<file path="src/pkg/cfw_params.svh">
// Offsets, field positions, reset values and timing counts of the clock watchdog block.
`ifndef CFW_PARAMS_SVH
`define CFW_PARAMS_SVH

// ****************************************************************
// Register offsets
// ****************************************************************
`define CFW_ADDR_CTRL 4'h0
`define CFW_ADDR_SW_SEL 4'h1
`define CFW_ADDR_CPU_NUM 4'h2
`define CFW_ADDR_CPU_DEN 4'h3
`define CFW_ADDR_REC_NUM 4'h4
`define CFW_ADDR_REC_DEN 4'h5
`define CFW_ADDR_WD_CTRL 4'h6
`define CFW_ADDR_WD_COUNT 4'h7
`define CFW_ADDR_STATUS 4'h8
`define CFW_ADDR_WD_REMAIN 4'h9

// ****************************************************************
// Field positions
// ****************************************************************
`define CFW_BIT_PROG_EN 0
`define CFW_BIT_OVERRIDE 1
`define CFW_BIT_REC_SRC 2
`define CFW_BIT_WD_ARM 0
`define CFW_BIT_WD_STEP 1
`define CFW_BIT_RST_TO 2
`define CFW_BIT_RST_FC 3
`define CFW_BIT_WD_FLAG 7
`define CFW_BIT_REC_ACT 5
`define CFW_BIT_WD_RUN 6

// ****************************************************************
// Reset values and constants
// ****************************************************************
`define CFW_RST_BYTE 8'h00
`define CFW_RST_CODE 5'h00
`define CFW_RST_DEN 7'h00
`define CFW_OFFSET_NM 9'h003
`define CFW_GEAR_E5 23'h4940E5

// ****************************************************************
// Timing
// ****************************************************************
`define CFW_CLK_KHZ 40000
`define CFW_STEP_SHORT_MS 150
`define CFW_STEP_LONG_MS 2500
`define CFW_STEP_SHORT_CYCLES (`CFW_STEP_SHORT_MS * `CFW_CLK_KHZ)
`define CFW_STEP_LONG_CYCLES (`CFW_STEP_LONG_MS * `CFW_CLK_KHZ)
`define CFW_RST_PULSE_CYCLES 5'h10

`endif

</file>
<file path="src/pkg/cfw_pkg.sv">
// Types shared by the clock watchdog block.
package cfw_pkg;

  // ****************************************************************
  // Frequency setting handed to the synthesizer
  // ****************************************************************
  typedef struct packed {
    logic prog;
    logic [4:0] code;
    logic [8:0] mult;
    logic [7:0] div;
    logic [22:0] gear;
  } cfw_freq_type;

  // ****************************************************************
  // Register port
  // ****************************************************************
  typedef struct packed {
    logic [3:0] addr;
    logic [7:0] wdata;
    logic wr;
    logic rd;
  } cfw_bus_type;

  // ****************************************************************
  // Watchdog states
  // ****************************************************************
  typedef enum logic [1:0] {
    CFW_WD_STOP = 2'b00,
    CFW_WD_ARMED = 2'b01,
    CFW_WD_COUNT = 2'b10
  } cfw_wd_state_type;

endpackage : cfw_pkg

</file>
<file path="src/verilog/cfw_top.sv">
// Frequency selection and fail-safe watchdog control of the clock synthesizer.
`include "cfw_params.svh"

module cfw_top #(
  parameter int unsigned STEP_SHORT_CYCLES = `CFW_STEP_SHORT_CYCLES,
  parameter int unsigned STEP_LONG_CYCLES = `CFW_STEP_LONG_CYCLES
) (
  // Clock and reset
  input wire logic clock_in,
  input wire logic reset_n_in,
  // Register port
  input wire cfw_pkg::cfw_bus_type bus_in,
  output logic [7:0] rdata_out,
  // Strap pins
  input wire logic [4:0] strap_freq_code_in,
  // Synthesizer side
  output cfw_pkg::cfw_freq_type freq_out,
  output logic freq_load_out,
  output logic sys_reset_out,
  output logic timeout_flag_out
);

  // ****************************************************************
  // Register state
  // ****************************************************************
  logic prog_en_r;
  logic strap_override_r;
  logic recovery_source_select_r;
  logic [4:0] sw_code_r;
  logic [7:0] cpu_numerator_r;
  logic [6:0] cpu_denominator_r;
  logic [7:0] recovery_numerator_r;
  logic [6:0] recovery_denominator_r;
  logic watchdog_arm_r;
  logic timeout_step_select_r;
  logic reset_on_timeout_r;
  logic reset_on_freq_change_r;
  logic [4:0] timeout_count_r;
  logic timeout_flag_r;
  logic [4:0] strap_code_r;
  logic strap_taken_r;
  logic recovery_active_r;
  logic nm_write_r;
  cfw_pkg::cfw_wd_state_type wd_state_r;
  logic [4:0] remain_r;
  logic [26:0] step_cnt_r;
  logic [4:0] pulse_cnt_r;

  logic wr_en;
  logic flag_clear;
  logic nm_write;
  logic freq_change;
  logic timeout_evt;
  logic step_done;
  logic [26:0] step_last;
  logic [4:0] ratio_code;
  cfw_pkg::cfw_freq_type freq_nxt;

  assign wr_en = bus_in.wr;
  assign flag_clear = wr_en && bus_in.addr == `CFW_ADDR_WD_CTRL &&
                      bus_in.wdata[`CFW_BIT_WD_FLAG];

  // ****************************************************************
  // Control registers
  // ****************************************************************
  always_ff @(posedge clock_in or negedge reset_n_in) begin
    if (!reset_n_in) begin
      prog_en_r <= 1'b0;
      strap_override_r <= 1'b0;
      recovery_source_select_r <= 1'b0;
      sw_code_r <= `CFW_RST_CODE;
      cpu_numerator_r <= `CFW_RST_BYTE;
      cpu_denominator_r <= `CFW_RST_DEN;
      recovery_numerator_r <= `CFW_RST_BYTE;
      recovery_denominator_r <= `CFW_RST_DEN;
      watchdog_arm_r <= 1'b0;
      timeout_step_select_r <= 1'b0;
      reset_on_timeout_r <= 1'b0;
      reset_on_freq_change_r <= 1'b0;
      timeout_count_r <= `CFW_RST_CODE;
    end else if (wr_en) begin
      case (bus_in.addr)
        `CFW_ADDR_CTRL: begin
          prog_en_r <= bus_in.wdata[`CFW_BIT_PROG_EN];
          strap_override_r <= bus_in.wdata[`CFW_BIT_OVERRIDE];
          recovery_source_select_r <= bus_in.wdata[`CFW_BIT_REC_SRC];
        end
        `CFW_ADDR_SW_SEL: sw_code_r <= bus_in.wdata[4:0];
        `CFW_ADDR_CPU_NUM: cpu_numerator_r <= bus_in.wdata;
        `CFW_ADDR_CPU_DEN: cpu_denominator_r <= bus_in.wdata[6:0];
        `CFW_ADDR_REC_NUM: recovery_numerator_r <= bus_in.wdata;
        `CFW_ADDR_REC_DEN: recovery_denominator_r <= bus_in.wdata[6:0];
        `CFW_ADDR_WD_CTRL: begin
          watchdog_arm_r <= bus_in.wdata[`CFW_BIT_WD_ARM];
          timeout_step_select_r <= bus_in.wdata[`CFW_BIT_WD_STEP];
          reset_on_timeout_r <= bus_in.wdata[`CFW_BIT_RST_TO];
          reset_on_freq_change_r <= bus_in.wdata[`CFW_BIT_RST_FC];
        end
        `CFW_ADDR_WD_COUNT: timeout_count_r <= bus_in.wdata[4:0];
        default: begin
        end
      endcase
    end
  end

  // ****************************************************************
  // Strap capture
  // ****************************************************************
  // The straps are caught on the first edge after release, never by the reset itself.
  always_ff @(posedge clock_in or negedge reset_n_in) begin
    if (!reset_n_in) begin
      strap_taken_r <= 1'b0;
      strap_code_r <= `CFW_RST_CODE;
    end else if (!strap_taken_r) begin
      strap_taken_r <= 1'b1;
      strap_code_r <= strap_freq_code_in;
    end
  end

  // ****************************************************************
  // Frequency selection
  // ****************************************************************
  assign ratio_code = strap_override_r ? sw_code_r : strap_code_r;

  always_comb begin
    freq_nxt.gear = `CFW_GEAR_E5;
    freq_nxt.code = ratio_code;
    freq_nxt.prog = 1'b0;
    freq_nxt.mult = {1'b0, cpu_numerator_r} + `CFW_OFFSET_NM;
    freq_nxt.div = 8'({1'b0, cpu_denominator_r} + `CFW_OFFSET_NM);
    if (recovery_active_r) begin
      if (recovery_source_select_r) begin
        freq_nxt.prog = 1'b1;
        freq_nxt.mult = {1'b0, recovery_numerator_r} + `CFW_OFFSET_NM;
        freq_nxt.div = 8'({1'b0, recovery_denominator_r} + `CFW_OFFSET_NM);
      end else begin
        freq_nxt.code = strap_code_r;
      end
    end else if (prog_en_r) begin
      freq_nxt.prog = 1'b1;
    end
  end

  // A write to the numerator or denominator in use reloads even when the value is unchanged.
  assign nm_write = wr_en && (((bus_in.addr == `CFW_ADDR_CPU_NUM ||
                    bus_in.addr == `CFW_ADDR_CPU_DEN) && prog_en_r && !recovery_active_r) ||
                    ((bus_in.addr == `CFW_ADDR_REC_NUM || bus_in.addr == `CFW_ADDR_REC_DEN) &&
                    recovery_active_r && recovery_source_select_r));
  assign freq_change = strap_taken_r && ((freq_nxt != freq_out) || nm_write_r);

  always_ff @(posedge clock_in or negedge reset_n_in) begin
    if (!reset_n_in) begin
      freq_out <= '0;
      freq_load_out <= 1'b0;
      nm_write_r <= 1'b0;
    end else begin
      freq_out <= freq_nxt;
      freq_load_out <= freq_change;
      nm_write_r <= nm_write;
    end
  end

  // ****************************************************************
  // Watchdog
  // ****************************************************************
  assign step_last = timeout_step_select_r ? 27'(STEP_LONG_CYCLES - 1) :
                     27'(STEP_SHORT_CYCLES - 1);
  assign step_done = step_cnt_r == step_last;
  assign timeout_evt = wd_state_r == cfw_pkg::CFW_WD_COUNT && watchdog_arm_r &&
                       step_done && remain_r == 5'h00;

  // The recovery switch itself is a frequency change; it must not restart the timer.
  always_ff @(posedge clock_in or negedge reset_n_in) begin
    if (!reset_n_in) begin
      wd_state_r <= cfw_pkg::CFW_WD_STOP;
      remain_r <= 5'h00;
      step_cnt_r <= 27'h0000000;
    end else begin
      case (wd_state_r)
        cfw_pkg::CFW_WD_STOP: begin
          remain_r <= timeout_count_r;
          step_cnt_r <= 27'h0000000;
          if (watchdog_arm_r) begin
            wd_state_r <= cfw_pkg::CFW_WD_ARMED;
          end
        end
        cfw_pkg::CFW_WD_ARMED: begin
          remain_r <= timeout_count_r;
          step_cnt_r <= 27'h0000000;
          if (!watchdog_arm_r) begin
            wd_state_r <= cfw_pkg::CFW_WD_STOP;
          end else if (freq_change && !recovery_active_r) begin
            wd_state_r <= cfw_pkg::CFW_WD_COUNT;
          end
        end
        cfw_pkg::CFW_WD_COUNT: begin
          if (!watchdog_arm_r) begin
            wd_state_r <= cfw_pkg::CFW_WD_STOP;
            remain_r <= timeout_count_r;
            step_cnt_r <= 27'h0000000;
          end else if (step_done) begin
            step_cnt_r <= 27'h0000000;
            if (remain_r == 5'h00) begin
              wd_state_r <= cfw_pkg::CFW_WD_ARMED;
            end else begin
              remain_r <= remain_r - 5'h01;
            end
          end else begin
            step_cnt_r <= step_cnt_r + 27'h0000001;
          end
        end
        default: wd_state_r <= cfw_pkg::CFW_WD_STOP;
      endcase
    end
  end

  // Set wins over a clear arriving in the same cycle.
  always_ff @(posedge clock_in or negedge reset_n_in) begin
    if (!reset_n_in) begin
      timeout_flag_r <= 1'b0;
      timeout_flag_out <= 1'b0;
    end else begin
      timeout_flag_r <= timeout_evt | (timeout_flag_r & ~flag_clear);
      timeout_flag_out <= timeout_evt | (timeout_flag_r & ~flag_clear);
    end
  end

  // Recovery holds until software acknowledges the time-out.
  always_ff @(posedge clock_in or negedge reset_n_in) begin
    if (!reset_n_in) begin
      recovery_active_r <= 1'b0;
    end else if (timeout_evt) begin
      recovery_active_r <= 1'b1;
    end else if (flag_clear) begin
      recovery_active_r <= 1'b0;
    end
  end

  // ****************************************************************
  // System reset pulse
  // ****************************************************************
  always_ff @(posedge clock_in or negedge reset_n_in) begin
    if (!reset_n_in) begin
      pulse_cnt_r <= 5'h00;
      sys_reset_out <= 1'b0;
    end else begin
      if ((timeout_evt && reset_on_timeout_r) ||
          (freq_change && reset_on_freq_change_r)) begin
        pulse_cnt_r <= `CFW_RST_PULSE_CYCLES - 5'h01;
        sys_reset_out <= 1'b1;
      end else if (pulse_cnt_r != 5'h00) begin
        pulse_cnt_r <= pulse_cnt_r - 5'h01;
        sys_reset_out <= 1'b1;
      end else begin
        sys_reset_out <= 1'b0;
      end
    end
  end

  // ****************************************************************
  // Read port
  // ****************************************************************
  always_ff @(posedge clock_in or negedge reset_n_in) begin
    if (!reset_n_in) begin
      rdata_out <= 8'h00;
    end else if (bus_in.rd) begin
      case (bus_in.addr)
        `CFW_ADDR_CTRL: rdata_out <= {5'h00, recovery_source_select_r, strap_override_r,
                                      prog_en_r};
        `CFW_ADDR_SW_SEL: rdata_out <= {3'h0, sw_code_r};
        `CFW_ADDR_CPU_NUM: rdata_out <= cpu_numerator_r;
        `CFW_ADDR_CPU_DEN: rdata_out <= {1'b0, cpu_denominator_r};
        `CFW_ADDR_REC_NUM: rdata_out <= recovery_numerator_r;
        `CFW_ADDR_REC_DEN: rdata_out <= {1'b0, recovery_denominator_r};
        `CFW_ADDR_WD_CTRL: rdata_out <= {timeout_flag_r, 3'h0, reset_on_freq_change_r,
                                         reset_on_timeout_r, timeout_step_select_r,
                                         watchdog_arm_r};
        `CFW_ADDR_WD_COUNT: rdata_out <= {3'h0, timeout_count_r};
        `CFW_ADDR_STATUS: rdata_out <= {1'b0, wd_state_r == cfw_pkg::CFW_WD_COUNT,
                                        recovery_active_r, strap_code_r};
        `CFW_ADDR_WD_REMAIN: rdata_out <= {3'h0, remain_r};
        default: rdata_out <= 8'h00;
      endcase
    end else begin
      rdata_out <= 8'h00;
    end
  end

  // ****************************************************************
  // Checks
  // ****************************************************************
  AST_PROG_OFF: assert property (@(posedge clock_in) disable iff (!reset_n_in)
    !prog_en_r && !recovery_active_r |=> !freq_out.prog)
    else $error("Programmable source used while disabled.");

  AST_CODE_SRC: assert property (@(posedge clock_in) disable iff (!reset_n_in)
    !recovery_active_r && strap_taken_r |=>
    freq_out.code == ($past(strap_override_r) ? $past(sw_code_r) : strap_code_r))
    else $error("Select code from the wrong source.");

  AST_PROG_MULT: assert property (@(posedge clock_in) disable iff (!reset_n_in)
    prog_en_r && !recovery_active_r |=>
    freq_out.mult == {1'b0, $past(cpu_numerator_r)} + 9'h003)
    else $error("Multiplier is not numerator plus three.");

  AST_NM_LOAD: assert property (@(posedge clock_in) disable iff (!reset_n_in)
    nm_write && bus_in.addr == `CFW_ADDR_CPU_NUM |-> ##2 freq_load_out)
    else $error("Numerator write did not start a load.");

  AST_ARM_CLEAR: assert property (@(posedge clock_in) disable iff (!reset_n_in)
    !watchdog_arm_r |=> wd_state_r == cfw_pkg::CFW_WD_STOP)
    else $error("Watchdog runs while disarmed.");

  AST_FLAG_SET: assert property (@(posedge clock_in) disable iff (!reset_n_in)
    timeout_evt |=> timeout_flag_r && recovery_active_r)
    else $error("Time-out did not set flag and recovery.");

  AST_FLAG_HOLD: assert property (@(posedge clock_in) disable iff (!reset_n_in)
    timeout_flag_r && !flag_clear |=> timeout_flag_r)
    else $error("Time-out flag dropped without a clear.");

  AST_FLAG_CLEAR: assert property (@(posedge clock_in) disable iff (!reset_n_in)
    timeout_flag_r && flag_clear && !timeout_evt |=> !timeout_flag_r)
    else $error("Write one did not clear the flag.");

  AST_RST_TO: assert property (@(posedge clock_in) disable iff (!reset_n_in)
    timeout_evt && reset_on_timeout_r |=> sys_reset_out [*8])
    else $error("No reset pulse after time-out.");

  AST_RST_QUIET: assert property (@(posedge clock_in) disable iff (!reset_n_in)
    $rose(sys_reset_out) |-> $past(freq_change && reset_on_freq_change_r) ||
    $past(timeout_evt && reset_on_timeout_r))
    else $error("Reset pulse without a cause.");

  AST_EXPIRE: assert property (@(posedge clock_in) disable iff (!reset_n_in)
    $rose(recovery_active_r) |-> $past(watchdog_arm_r && remain_r == 5'h00 && step_done))
    else $error("Recovery entered before the count expired.");

  COV_TIMEOUT: cover property (@(posedge clock_in) disable iff (!reset_n_in) timeout_evt);
  COV_REC_PROG: cover property (@(posedge clock_in) disable iff (!reset_n_in)
    recovery_active_r && freq_out.prog);
  COV_FC_RESET: cover property (@(posedge clock_in) disable iff (!reset_n_in)
    freq_change && reset_on_freq_change_r);

endmodule : cfw_top

</file>
<file path="config.mk">
export PLATFORM = sky130hd
export DESIGN_NAME = cfw_top
export DESIGN_NICKNAME = d
export VERILOG_FILES = /design/src/pkg/cfw_pkg.sv /design/src/verilog/cfw_top.sv
export VERILOG_INCLUDE_DIRS = /design/src /design/src/pkg
export SDC_FILE = /design/constraint.sdc
export NUM_CORES = 1
export LEC_CHECK = 0
export ABC_CLOCK_PERIOD_IN_PS = 3020
export BUFFER_PORTS_ARGS = -buffer_cell sky130_fd_sc_hd__buf_2
export CAP_MARGIN = 20
export CORE_ASPECT_RATIO = 0.9
export CORE_MARGIN = 8
export CORE_UTILIZATION = 60
export CTS_CLUSTER_SIZE = 10
export DETAILED_ROUTE_END_ITERATION = 10
export GPL_ROUTABILITY_DRIVEN = 0
export PLACE_DENSITY_LB_ADDON = 0.05
export SLEW_MARGIN = 15
export SYNTH_ARGS = -nofsm -noshare
export SYNTH_HDL_FRONTEND = slang
export SYNTH_SLANG_ARGS = --single-unit
</file>
<file path="constraint.sdc">
create_clock -name clock_in -period 3.02 [get_ports clock_in]
set_input_delay 0.302 -clock clock_in [delete_from_list [all_inputs] [get_ports clock_in]]
set_output_delay 0.302 -clock clock_in [all_outputs]
set_load 0.005 [all_outputs]
</file>
Word-level counts from Yosys, hierarchy flattened
Index checks and enable logic that the tools add are counted.
Word-level totals
  logic and storage cells: 126
  flip-flop bits (word level): 129
  output and inout port bits: 57
  input bits: 21
Operators by class
  muxes and demuxes: 30
  $add $sub $neg: 7
  equal/unequal tests: 18
  reductions and logical operators: 38
  bitwise gates (word level): 3
Operators by type and width (number)
  27-bit 2-to-1 mux: 3
  8-bit one-hot mux with 10 select lines: 1
  27-bit one-hot mux with 2 select lines: 1
  5-bit 2-to-1 mux: 7
  32-bit inequality test: 1
  27-bit by 1-bit adder with 27-bit output (second input constant): 1
  27-bit == test: 1
  22-bit 2-to-1 mux: 1
  8-bit by 2-bit adder with 9-bit output (second input constant): 2
  17-bit 2-to-1 mux: 1
  7-bit by 2-bit adder with 8-bit output (second input constant): 2
  4-bit by 3-bit == test with 1-bit output (second input constant): 4
  2-bit AND reduction: 8
  1-bit logical AND: 14
  2-bit 2-to-1 mux: 6
  3-bit inequality test (second input constant): 4
  5-bit one-hot mux with 2 select lines: 1
  5-bit by 1-bit subtractor with 5-bit output (second input constant): 2
  4-bit by 2-bit == test with 1-bit output (second input constant): 2
  4-bit == test (second input constant): 2
  8-bit 2-to-1 mux: 1
  1-bit 2-to-1 mux: 7
  2-bit one-hot mux with 3 select lines: 1
  2-bit nonzero test: 3
  16 further kinds: 20

Logic depth before layout (Yosys ltp)
Gate-level depths: netlist of the first run.
  word-level depth: 10
  mapped depth: 10
  mapped depth without buffers: 10

Least setup slack after synthesis of the first run
Ideal clock, no wire load.
  path type: register to output
  from: reg freq_out[0] (netlist name)
  to: out freq_out[0] (netlist name)
  stages on the path, launching flop included: 2
  data arrival time: 0.591 ns
  required time: 2.718 ns
  slack: 2.127 ns
  buffers on the path: 1
  path through: dfrtp_1 buf_4
RTL lines
  end: declaration: line cfw_top.sv:17  | output cfw_pkg::cfw_freq_type freq_out,
No word-level cell between the ends.

Final worst setup path of the first run
  from: reg cpu_denominator_r[3]
  to: reg pulse_cnt_r[1]
Between the ends
  longest elaborated chain between the ends: 9
  elaborated cells on any way between the ends: 10
  classes of those cells: add/sub (1); eq/ne (1); mux (3); reduce/logical (5)
RTL lines
  start: declaration: line cfw_top.sv:31  | logic [6:0] cpu_denominator_r;
  start signal: assignment: line cfw_top.sv:73  | cpu_denominator_r <= `CFW_RST_DEN;
  start signal: assignment: line cfw_top.sv:90  | `CFW_ADDR_CPU_DEN: cpu_denominator_r <= bus_in.wdata[6:0];
  7-bit by 2-bit adder with 8-bit output (no line) *
  17-bit 2-to-1 mux: line cfw_top.sv:132  | if (recovery_source_select_r) begin
  22-bit 2-to-1 mux *: line cfw_top.sv:131  | if (recovery_active_r) begin
  32-bit inequality test *: line cfw_top.sv:149  | assign freq_change = strap_taken_r && ((freq_nxt != freq_out) || nm_write_r);
  1-bit logical OR *: line cfw_top.sv:149
  1-bit logical AND *: line cfw_top.sv:149
  1-bit logical AND *: line cfw_top.sv:248  | (freq_change && reset_on_freq_change_r)) begin
  1-bit logical OR *: line cfw_top.sv:247  | if ((timeout_evt && reset_on_timeout_r) ||
  5-bit 2-to-1 mux / 2-bit nonzero test (equally long branches)
  end signal: assignment: line cfw_top.sv:249  | pulse_cnt_r <= `CFW_RST_PULSE_CYCLES - 5'h01;
  end signal: assignment: line cfw_top.sv:252  | pulse_cnt_r <= pulse_cnt_r - 5'h01;
  end: declaration: line cfw_top.sv:47  | logic [4:0] pulse_cnt_r;
Mark *: on every way between the ends. The rest lies on a longest branch, timed or not.
A chain may end at the register's enable or synchronous reset.

==> results of run 1 <==
[power by group through the flow]
stage                     combinational, mW  sequential [mW]  clock, mW
after CTS                              1.65             2.49       2.15
after floorplan                        1.15             2.36          0
final                                  1.70             2.52       2.12
after detailed placement               1.63             2.52          0
after global routing                   1.85             2.55       2.21
after global placement                 1.59             2.50          0
[per-layer routing]
metal	share of wire, %	track usage, %	up-vias	wire, µm
li1	-	-	2841	-
met1	40	33.3	3130	8610
met3	8.5	6.13	71	1850
met2	47	43.3	366	10200
met4	4.6	14.6	0	997
met5	0	0	-	0
[stage by stage]
stage                     hold slack [ns]  worst slack [ns]
after floorplan                   0.00641             0.502
after global placement              0.295             0.211
after detailed placement            0.314          0.000630
after CTS                           0.100           0.00129
after global routing                0.115           -0.0267
final                               0.120            0.0658
[cells by family (layout without fill, tap and decap cells)]
kind of cell / Yosys count / in the layout / share of synthesized area, %
flip-flops: 128 / 128 / 43.0
adder cells (fa/ha/maj): 8 / 8 / 1.34
AO/OA/AOI/OAI: 148 / 148 / 13.3
AND/OR/NAND/NOR: 261 / 261 / 18.2
other: 2 / 15 / 0.101
XOR/XNOR: 63 / 63 / 7.59
multiplexers: 69 / 69 / 10.5
buffers and inverters: 88 / 147 / 6.00
[critical path: stages, from the launching register on]
cell and delay (ns):
dfrtp_1 0.60, o2111ai_1 0.35, or2_2 0.38, nand3_1 0.08, o21ai_0 0.10, a21oi_1 0.29, nand4_1 0.29, o211a_1 0.36
or3_1 0.38
[sequential cells by signal, indices dropped and copies added, names as in the netlist, 2 cells and up]
name,count
step_cnt_r,27
freq_out,24
cpu_numerator_r,8
rdata_out,8
recovery_numerator_r,8
cpu_denominator_r,7
recovery_denominator_r,7
pulse_cnt_r,5
remain_r,5
strap_code_r,5
sw_code_r,5
timeout_count_r,5
wd_state_r,2
[how the worst max path moves through the flow]
stage,from,to,cells past startpoint
3_5_place_dp,cpu_numerator_r[0],pulse_cnt_r[1],10
6_report,cpu_denominator_r[3],pulse_cnt_r[1],8
5_1_grt,recovery_denominator_r[0],pulse_cnt_r[0],11
3_3_place_gp,cpu_denominator_r[0],sys_reset_out,10
2_1_floorplan,recovery_denominator_r[0],pulse_cnt_r[0],10
4_1_cts,cpu_numerator_r[0],pulse_cnt_r[0],10
[cell type report]
type / instances / share of cell area (%)
multi-input cells: 564 / 45.5
flip-flops and latches: 128 / 37.7
repair buffers: 87 / 6.03
clock buffers: 26 / 5.98
well taps: 160 / 2.35
inverters: 29 / 1.28
clock inverters: 5 / 1.18
[what timing repair did]
action / 4_1_cts / 5_1_grt
hold buffers: 1 / 0
setup endpoints to repair: 0 / 8
hold endpoints to repair: 36 / 0
resized for setup: 0 / 8
buffers inserted: 0 / 4
[layout by cell type, fill, tap and decap left out, types with 8 or more instances in the layout]
master	netlist	routed
a21oi_1	26	26
and3_1	11	11
buf_2	6	62
buf_4	25	23
clkbuf_16	0	17
conb_1	2	15
dfrtp_1	128	125
inv_1	29	29
mux2_2	54	54
mux2i_1	13	13
nand2_1	69	69
nand2b_1	8	8
nand3_1	19	19
nand4_1	14	14
nor2_1	64	64
nor3_1	14	14
o21ai_0	48	48
xnor2_1	27	27
xor2_1	35	35
==> impl_results.md, run 1 <==
* Status: complete, no violations
* Die W at 133 µm
* Final std cells w/o fill at 999
* Seq/Total Area, Yosys at 43.0%
* Die H at 122 µm
* Placed Instances at 963
* DP Area at 0.00783 mm²
* CTS clock-pin slew for the worst setup and hold paths at 0.05 ns
* Switching pwr at 2.09 mW
* IO Pins at 78
* Post-synthesis cell area at 0.00745 mm²
* Total Wirelength at 21700 µm
* PortBufs at 63
* Internal reg-to-reg setup slack at 0.07 ns
* Initial antenna violation count at 0
* Crit. End Element: flop
* Most area-consuming cells after synthesis: dfrtp_1, mux2_2, xor2_1
* Hold wc startpoint: strap_freq_code_in[4]
* Synthesized instance count at 767
* Reg-to-reg critical path endpoint: pulse_cnt_r[1]
* Ant diodes at 0
* Post-layout nets at 856
* Avg Inst Size Synth at 9.71 µm²
* Number of remaining DRC errors at 0
* Synthesis Warnings at 0
* Total power at 6.34 mW
* Fill cell count at 909
* Share of cells above drive strength 1 at 22.9%
* Final Critical Period at 2.95 ns
* Top cell type's share of synthesized area at 43.0%
* Final Hold Fails at 0
* CTS tree: yes
* Clock Path Buffers at 2
* Hold depth at 2
* H-tree depth at 4
* All-Layer GR Usage at 26.9%
* Syn-to-layout area delta at 14.3%
* Count leader, synth: dfrtp_1
* P_leak at 3.74 nW
* Post-synth EDFFs at 0
* Clock Tree Root: clkbuf_16
* Setup violators final at 0
* Net Sw Frac at 33.0%
* DR vias/cell at 6.41
* Rows at 38
* Reg power frac at 39.8%
* Per-cell routed wire length at 21.7 µm
* Reg2Reg Depth at 8
* Crit path max fanout at 9
* Area leader, netlist: dfrtp_1
* Hold Crit Class: in -> reg
* Fmax at 339 MHz
* First-pass GRT wire length at 34300 µm
* Most used DFF post-synth: dfrtp_1
* Worst-Margin Slew at 0.636 ns
* Hold EP: strap_code_r[4]
* Unique masters post-synth at 74
* Routed Antenna Nets at 0
* Max Slew Vio Count at 0
* Arr. time, crit path at 3.24 ns
* Initial DRC Count at 743
* Post-synthesis register bit count at 128
* Pre-antenna DRT Iters at 5
* Clock share of power at 33.4%
* CP required at 3.31 ns
* Area of the multi-input gates at 0.00387 mm²
* Register area at 0.00321 mm²
* Vias at 6408
* Worst setup path class: reg -> reg
* Vias in the first global route at 6226
* Synth top cells by count: dfrtp_1, nand2_1, nor2_1, mux2_2, o21ai_0
* Setup TNS at 0 ns
* CTS Buf Count at 17
* Starting Density at 61.7%
* GRT Residual Overflow at 0
* Largest net degree at the start of global routing at 53
* Fin crit share at 97.8%
* Worst Skew at 0.00838 ns
* Post-layout util at 70.5%
* Final instance area at 0.00851 mm²
* HPWL Detailed at 15900 µm
* Combinational power share at 26.8%
* Peak supply drop at 546 µV
* Asr flop ratio synth at 100%
* Core Area at 0.0121 mm²
* Clk_lat worst skew at 0.42 ns
* MaxCap Viol Count at 0
* Crit Reg-Reg Startpoint: cpu_denominator_r[3]
* Clock Sinks at 128
* Max-slew headroom at 57.2%
* CP startpoint kind: flop
* Pwr dens at 745 mW/mm²
* Die area at 0.0162 mm²
* Internal power at 4.25 mW
No activity file was read; power rests on OpenSTA's default activity.
==> run 2, diff against run 1 <==
- CORE_UTILIZATION: 60 -> 30
==> run 2 against run 1 <==
Against the previous run: sequential share of layout area is 1.5 points lower; register-to-register slack better by 0.09 ns; worst hold slack lost 0.0095 ns; fmax grew 3.2%; die area rose by 86%; critical endpoint is now pulse_cnt_r[0]; worst setup slack improved by 0.092 ns; non-clock buffer count grew 12; critical path depth rose by 1; utilization fell by 34 points; wire length rose by 13%; cell count is 16% higher.
==> impl_results.md, run 2 (synthesis gave the netlist of run 1 again) <==
* Status: complete, no violations
* Initial antenna violation count at 0
* Leading cell type in the layout, fill and taps excluded: dfrtp_1
* Critical Path Most Common Cell: or3_1
* Die area at 0.0301 mm²
* Clock Path Buffers at 2
* Syn-to-layout area delta at 18.8%
* GRT Residual Overflow at 0
* Fin crit share at 94.8%
* HPWL Detailed at 18500 µm
* Final std cells w/o fill at 1159
* DP Area at 0.00811 mm²
* Vias at 6048
* CP startpoint kind: flop
* CP Cell Sequence: and2_1 > buf_4 > nor4b_4 > or3_1 > a2bb2oi_2 > and4b_1 > nand4_1 > o211a_4 > or3_1
* H-tree depth at 4
* Placed Instances at 1123
* Total Wirelength at 24600 µm
* Setup ws final at 0.158 ns
* Pwr dens at 733 mW/mm²
* Largest net degree at the start of global routing at 62
* MaxCap Viol Count at 0
* Peak supply drop at 344 µV
* CTS clock-pin slew for the worst setup and hold paths at 0.06 ns
* Final Hold Fails at 0
* Hold wc startpoint: strap_freq_code_in[1]
* First-pass GRT wire length at 37500 µm
* Top flop regs: step_cnt_r: 27 flops, freq_out: 24 flops
* Reg2Reg Depth at 9
* Final instance area at 0.00885 mm²
* Number of remaining DRC errors at 0
* Max-slew headroom at 45.0%
* Initial DRC Count at 409
* Setup violators final at 0
* Pre-antenna DRT Iters at 5
* Die H at 165 µm
* Worst Skew at 0.0126 ns
* Starting Density at 30.6%
* Number of flip-flops in the largest register at 27
* Worst-Margin Slew at 0.824 ns
* CP required at 3.32 ns
* Die W at 182 µm
* Hold Crit Class: in -> reg
* Hold depth at 2
* Vias in the first global route at 5982
* Slowest stage delay, CP at 0.53 ns
* Ant diodes at 0
* All-Layer GR Usage at 16.5%
* Critical-path top delay cell: dfrtp_1
* Clk_lat worst skew at 0.43 ns
* IO Pins at 78
* Clock Sinks at 128
* DR vias/cell at 5.22
* Routed Antenna Nets at 0
* Per-cell routed wire length at 21.2 µm
* Final Critical Period at 2.86 ns
* Worst setup path class: reg -> reg
* Fmax at 349 MHz
* PortBufs at 63
* Core Area at 0.0243 mm²
* Top reg by flops: step_cnt_r
* Worst setup path start: recovery_source_select_r
* Setup TNS at 0 ns
* Crit Reg-Reg Startpoint: recovery_source_select_r
* CTS Buf Count at 17
* Max Slew Vio Count at 0
* Clock Tree Root: clkbuf_16
* Worst slack, placed at -0.204 ns
* Crit path max fanout at 14
* Share of cells above drive strength 1 at 24.6%
* Rows at 54
* Crit. End Element: flop
* Commonest non-fill, non-tap cells in the layout: dfrtp_1, nand2_1, nor2_1, buf_2, mux2_2
* P_leak at 3.80 nW
* CTS tree: yes
* Arr. time, crit path at 3.16 ns
* Post-layout nets at 868
-- run 2: critical path: cells and delay by family, from the launching register on --
kind	cells	cell delay, ns
simple gates	6	1.45
flops	1	0.53
compound gates	2	0.53
buf+inv	1	0.23
-- run 2: where the power goes --
part	internal [mW]	switching [mW]
logic	0.850	0.929
registers	2.04	0.454
clock network	1.42	0.802
-- run 2: final cells by class --
| cell class | instances | area, µm² |
|---|---|---|
| Fill cell | 2495 | 15500 |
| Sequential cell | 128 | 3200 |
| Clock buffer | 21 | 460 |
| Clock inverter | 10 | 159 |
| Inverter | 29 | 109 |
| Multi-Input combinational cell | 564 | 3930 |
| Tap cell | 308 | 385 |
| Timing Repair Buffer | 99 | 607 |
-- run 2: routing by layer --
metal | GRT usage [%] | share of wire [%]
met5 | 0 | 0
met4 | 5.06 | 1.4
met3 | 3.08 | 4.9
met2 | 24.8 | 43
met1 | 23.5 | 51
-- run 2: metrics by stage --
step                      utilization (%)  power, mW  hold WS, ns
after floorplan                         -       3.50      0.00641
after global placement               33.4       4.23        0.340
after detailed placement             33.4       4.24        0.349
after CTS                            36.0       6.50       0.0944
after global routing                 36.4       6.84       0.0952
final                                36.4       6.49        0.110
-- run 2: repair_timing --
item | 4_1_cts | 5_1_grt
cloned | 0 | 0
setup endpoints to repair | 9 | 8
pin swaps | 0 | 6
hold buffers | 1 | 0
buffers inserted | 0 | 4
gates resized for setup | 4 | 10
endpoints found under the hold margin | 58 | 0
-- run 2: final timing paths --
| kind | endpoint | slack [ns] |
|---|---|---|
| max in group asynchronous | timeout_count_r[1] | 1.84 |
| min in group asynchronous | freq_out[38] | 0.44 |
| hold / removal | strap_code_r[1] | 0.11 |
| setup reg to reg | pulse_cnt_r[0] | 0.16 |
| setup / recovery | pulse_cnt_r[0] | 0.16 |
| hold reg to reg | step_cnt_r[25] | 0.50 |
==> run 3, diff against run 2 <==
- ABC_CLOCK_PERIOD_IN_PS: 3020 -> 2700
- clock period: 3.02 -> 2.7 ns (I/O delays scaled with it)
==> run 3 against run 2 <==
Against the previous run: global-route usage increased by 0.87 points; worst setup slack worse by 0.099 ns; clock-buffer cell count down 3; sequential power is 8.8% higher; clock power is 7% higher; wire length up 4.8%; non-clock buffer count increased by 55; critical endpoint is now sys_reset_out; largest cell class unchanged.
==> impl_results.md, run 3 (synthesis gave the netlist of run 1 again) <==
* Worst setup path start: recovery_source_select_r
* Crit Reg-Reg Startpoint: recovery_source_select_r
* Routed Antenna Nets at 0
* PortBufs at 63
* Vias at 6359
* Slowest stage delay, CP at 0.47 ns
* Total Wirelength at 25700 µm
* CP Cell Sequence: nor2b_4 > nand2b_4 > mux2i_4 > o2111ai_4 > nor4_4 > nand4_1 > o211a_4 > or3_1
* Buf+Inv Stages, Crit Path at 0
* Initial DRC Count at 436
* Fill cell count at 2470
* Clk_lat worst skew at 0.43 ns
* Rows at 54
* Starting Density at 30.6%
* CP required at 3.00 ns
* First-pass GRT wire length at 39500 µm
* Clock Tree Root: clkbuf_16
* DR vias/cell at 5.23
* Fmax at 379 MHz
* Critical-path top delay cell: dfrtp_2
* Total power at 7.49 mW
* Setup ws final at 0.0591 ns
* CTS Buf Count at 17
* Die H at 165 µm
* Hold Crit Class: in -> reg
* Clock Sinks at 128
* Worst-Margin Slew at 0.662 ns
* Ant diodes at 0
* CTS clock-pin slew for the worst setup and hold paths at 0.06 ns
* Max Slew Vio Count at 0
* Pre-antenna DRT Iters at 6
* Fin crit share at 97.8%
* Final Critical Period at 2.64 ns
* MaxCap Viol Count at 0
* GRT Residual Overflow at 0
* Post-layout nets at 923
* Initial antenna violation count at 1
* Max-slew headroom at 55.5%
* Crit path max fanout at 6
* Setup violators final at 0
* Number of flip-flops in the largest register at 27
* Top flop regs: step_cnt_r: 27 flops, freq_out: 24 flops
* Post-layout util at 38.3%
* All-Layer GR Usage at 17.4%
* CP startpoint kind: flop
* Unrepaired setup endpoints after global routing: true
* Clock Path Buffers at 2
* Die area at 0.0301 mm²
* Vias in the first global route at 6432
* Peak supply drop at 424 µV
* Arr. time, crit path at 2.94 ns
* Worst setup path class: reg -> reg
* Worst slack, placed at -0.116 ns
* Leading cell type in the layout, fill and taps excluded: dfrtp_1
* Crit. End Element: flop
* Syn-to-layout area delta at 25.2%
* Status: complete, no violations
* Hold wc startpoint: strap_freq_code_in[0]
* Top reg by flops: step_cnt_r
* Share of cells above drive strength 1 at 31.1%
* IO Pins at 78
* P_leak at 4.07 nW
* Largest net degree at the start of global routing at 66
* Final Hold Fails at 0
* Pwr dens at 803 mW/mm²
* HPWL Detailed at 19500 µm
* Per-cell routed wire length at 21.2 µm
* Worst Skew at 0.0139 ns
* CP top delay family: simple AND/OR/NAND/NOR gates
* Number of remaining DRC errors at 0
* CTS tree: yes
* Core Area at 0.0243 mm²
* Commonest non-fill, non-tap cells in the layout: dfrtp_1, buf_4, nand2_1, nor2_1, buf_2
* Die W at 182 µm
* H-tree depth at 4
==> run 3: cell types whose count changed in the layout (fill, tap and decap cells not counted), moves of 3 or more <==
cell / previous run / this run
buf_4: 34 / 87
mux2i_1: 13 / 10
xor2_2: 1 / 4
clkinv_4: 0 / 4
o21ai_1: 2 / 5
xor2_1: 34 / 31
o21ai_0: 47 / 44
==> run 3: what timing repair did <==
item / 4_1_cts / 5_1_grt
resized for setup: 8 / 29
pin swaps: 3 / 15
setup buffers: 1 / 5
hold buffers: 1 / 0
endpoints found under the setup margin: 7 / 12
endpoints found under the hold margin: 28 / 0
==> run 3: path summary, 6_finish.rpt <==
path	slack, ns	cells past startpoint	end
max	0.06	8	sys_reset_out
min	0.08	2	strap_code_r[0]
max reg2reg	0.06	8	sys_reset_out
min reg2reg	0.52	1	step_cnt_r[1]
max in group asynchronous	1.51	3	recovery_source_select_r
min in group asynchronous	0.29	2	freq_out[34]
==> run 3: area by class of cell <==
cell class	instances	area, µm²	share of cell area [%]
clock buffer	18	439	4.71
clock inverter	14	156	1.68
inverter	29	109	1.17
multi-input combinational	564	4000	42.9
sequential	128	3210	34.4
tap	308	385	4.13
timing repair buffer	154	1030	11.0
==> run 3: layer usage <==
layer	vias up	track usage, %	wire length [µm]
met5	-	0	13
met4	2	4.54	293
met3	22	3.87	1450
met2	179	27.2	11400
met1	3189	23.9	12500
li1	2967	-	-
==> run 3: power breakdown <==
part / switching (mW) / total (mW) / internal [mW]
combinational: 1.25 / 2.41 / 1.16
clock: 0.974 / 2.37 / 1.40
sequential: 0.429 / 2.71 / 2.28
==> run 3: per-stage QoR <==
| step | TNS [ns] | cells | hold WS (ns) | cell area (µm²) |
|---|---|---|---|---|
| after CTS | 0 | 1211 | 0.0624 | 9160 |
| final | 0 | 1215 | 0.0789 | 9330 |
| after detailed placement | -0.605 | 1177 | 0.181 | 8520 |
| after floorplan | 0 | 780 | -0.0256 | 7500 |
| after global routing | -0.113 | 1215 | 0.0722 | 9330 |
| after global placement | -0.272 | 1177 | 0.177 | 8520 |
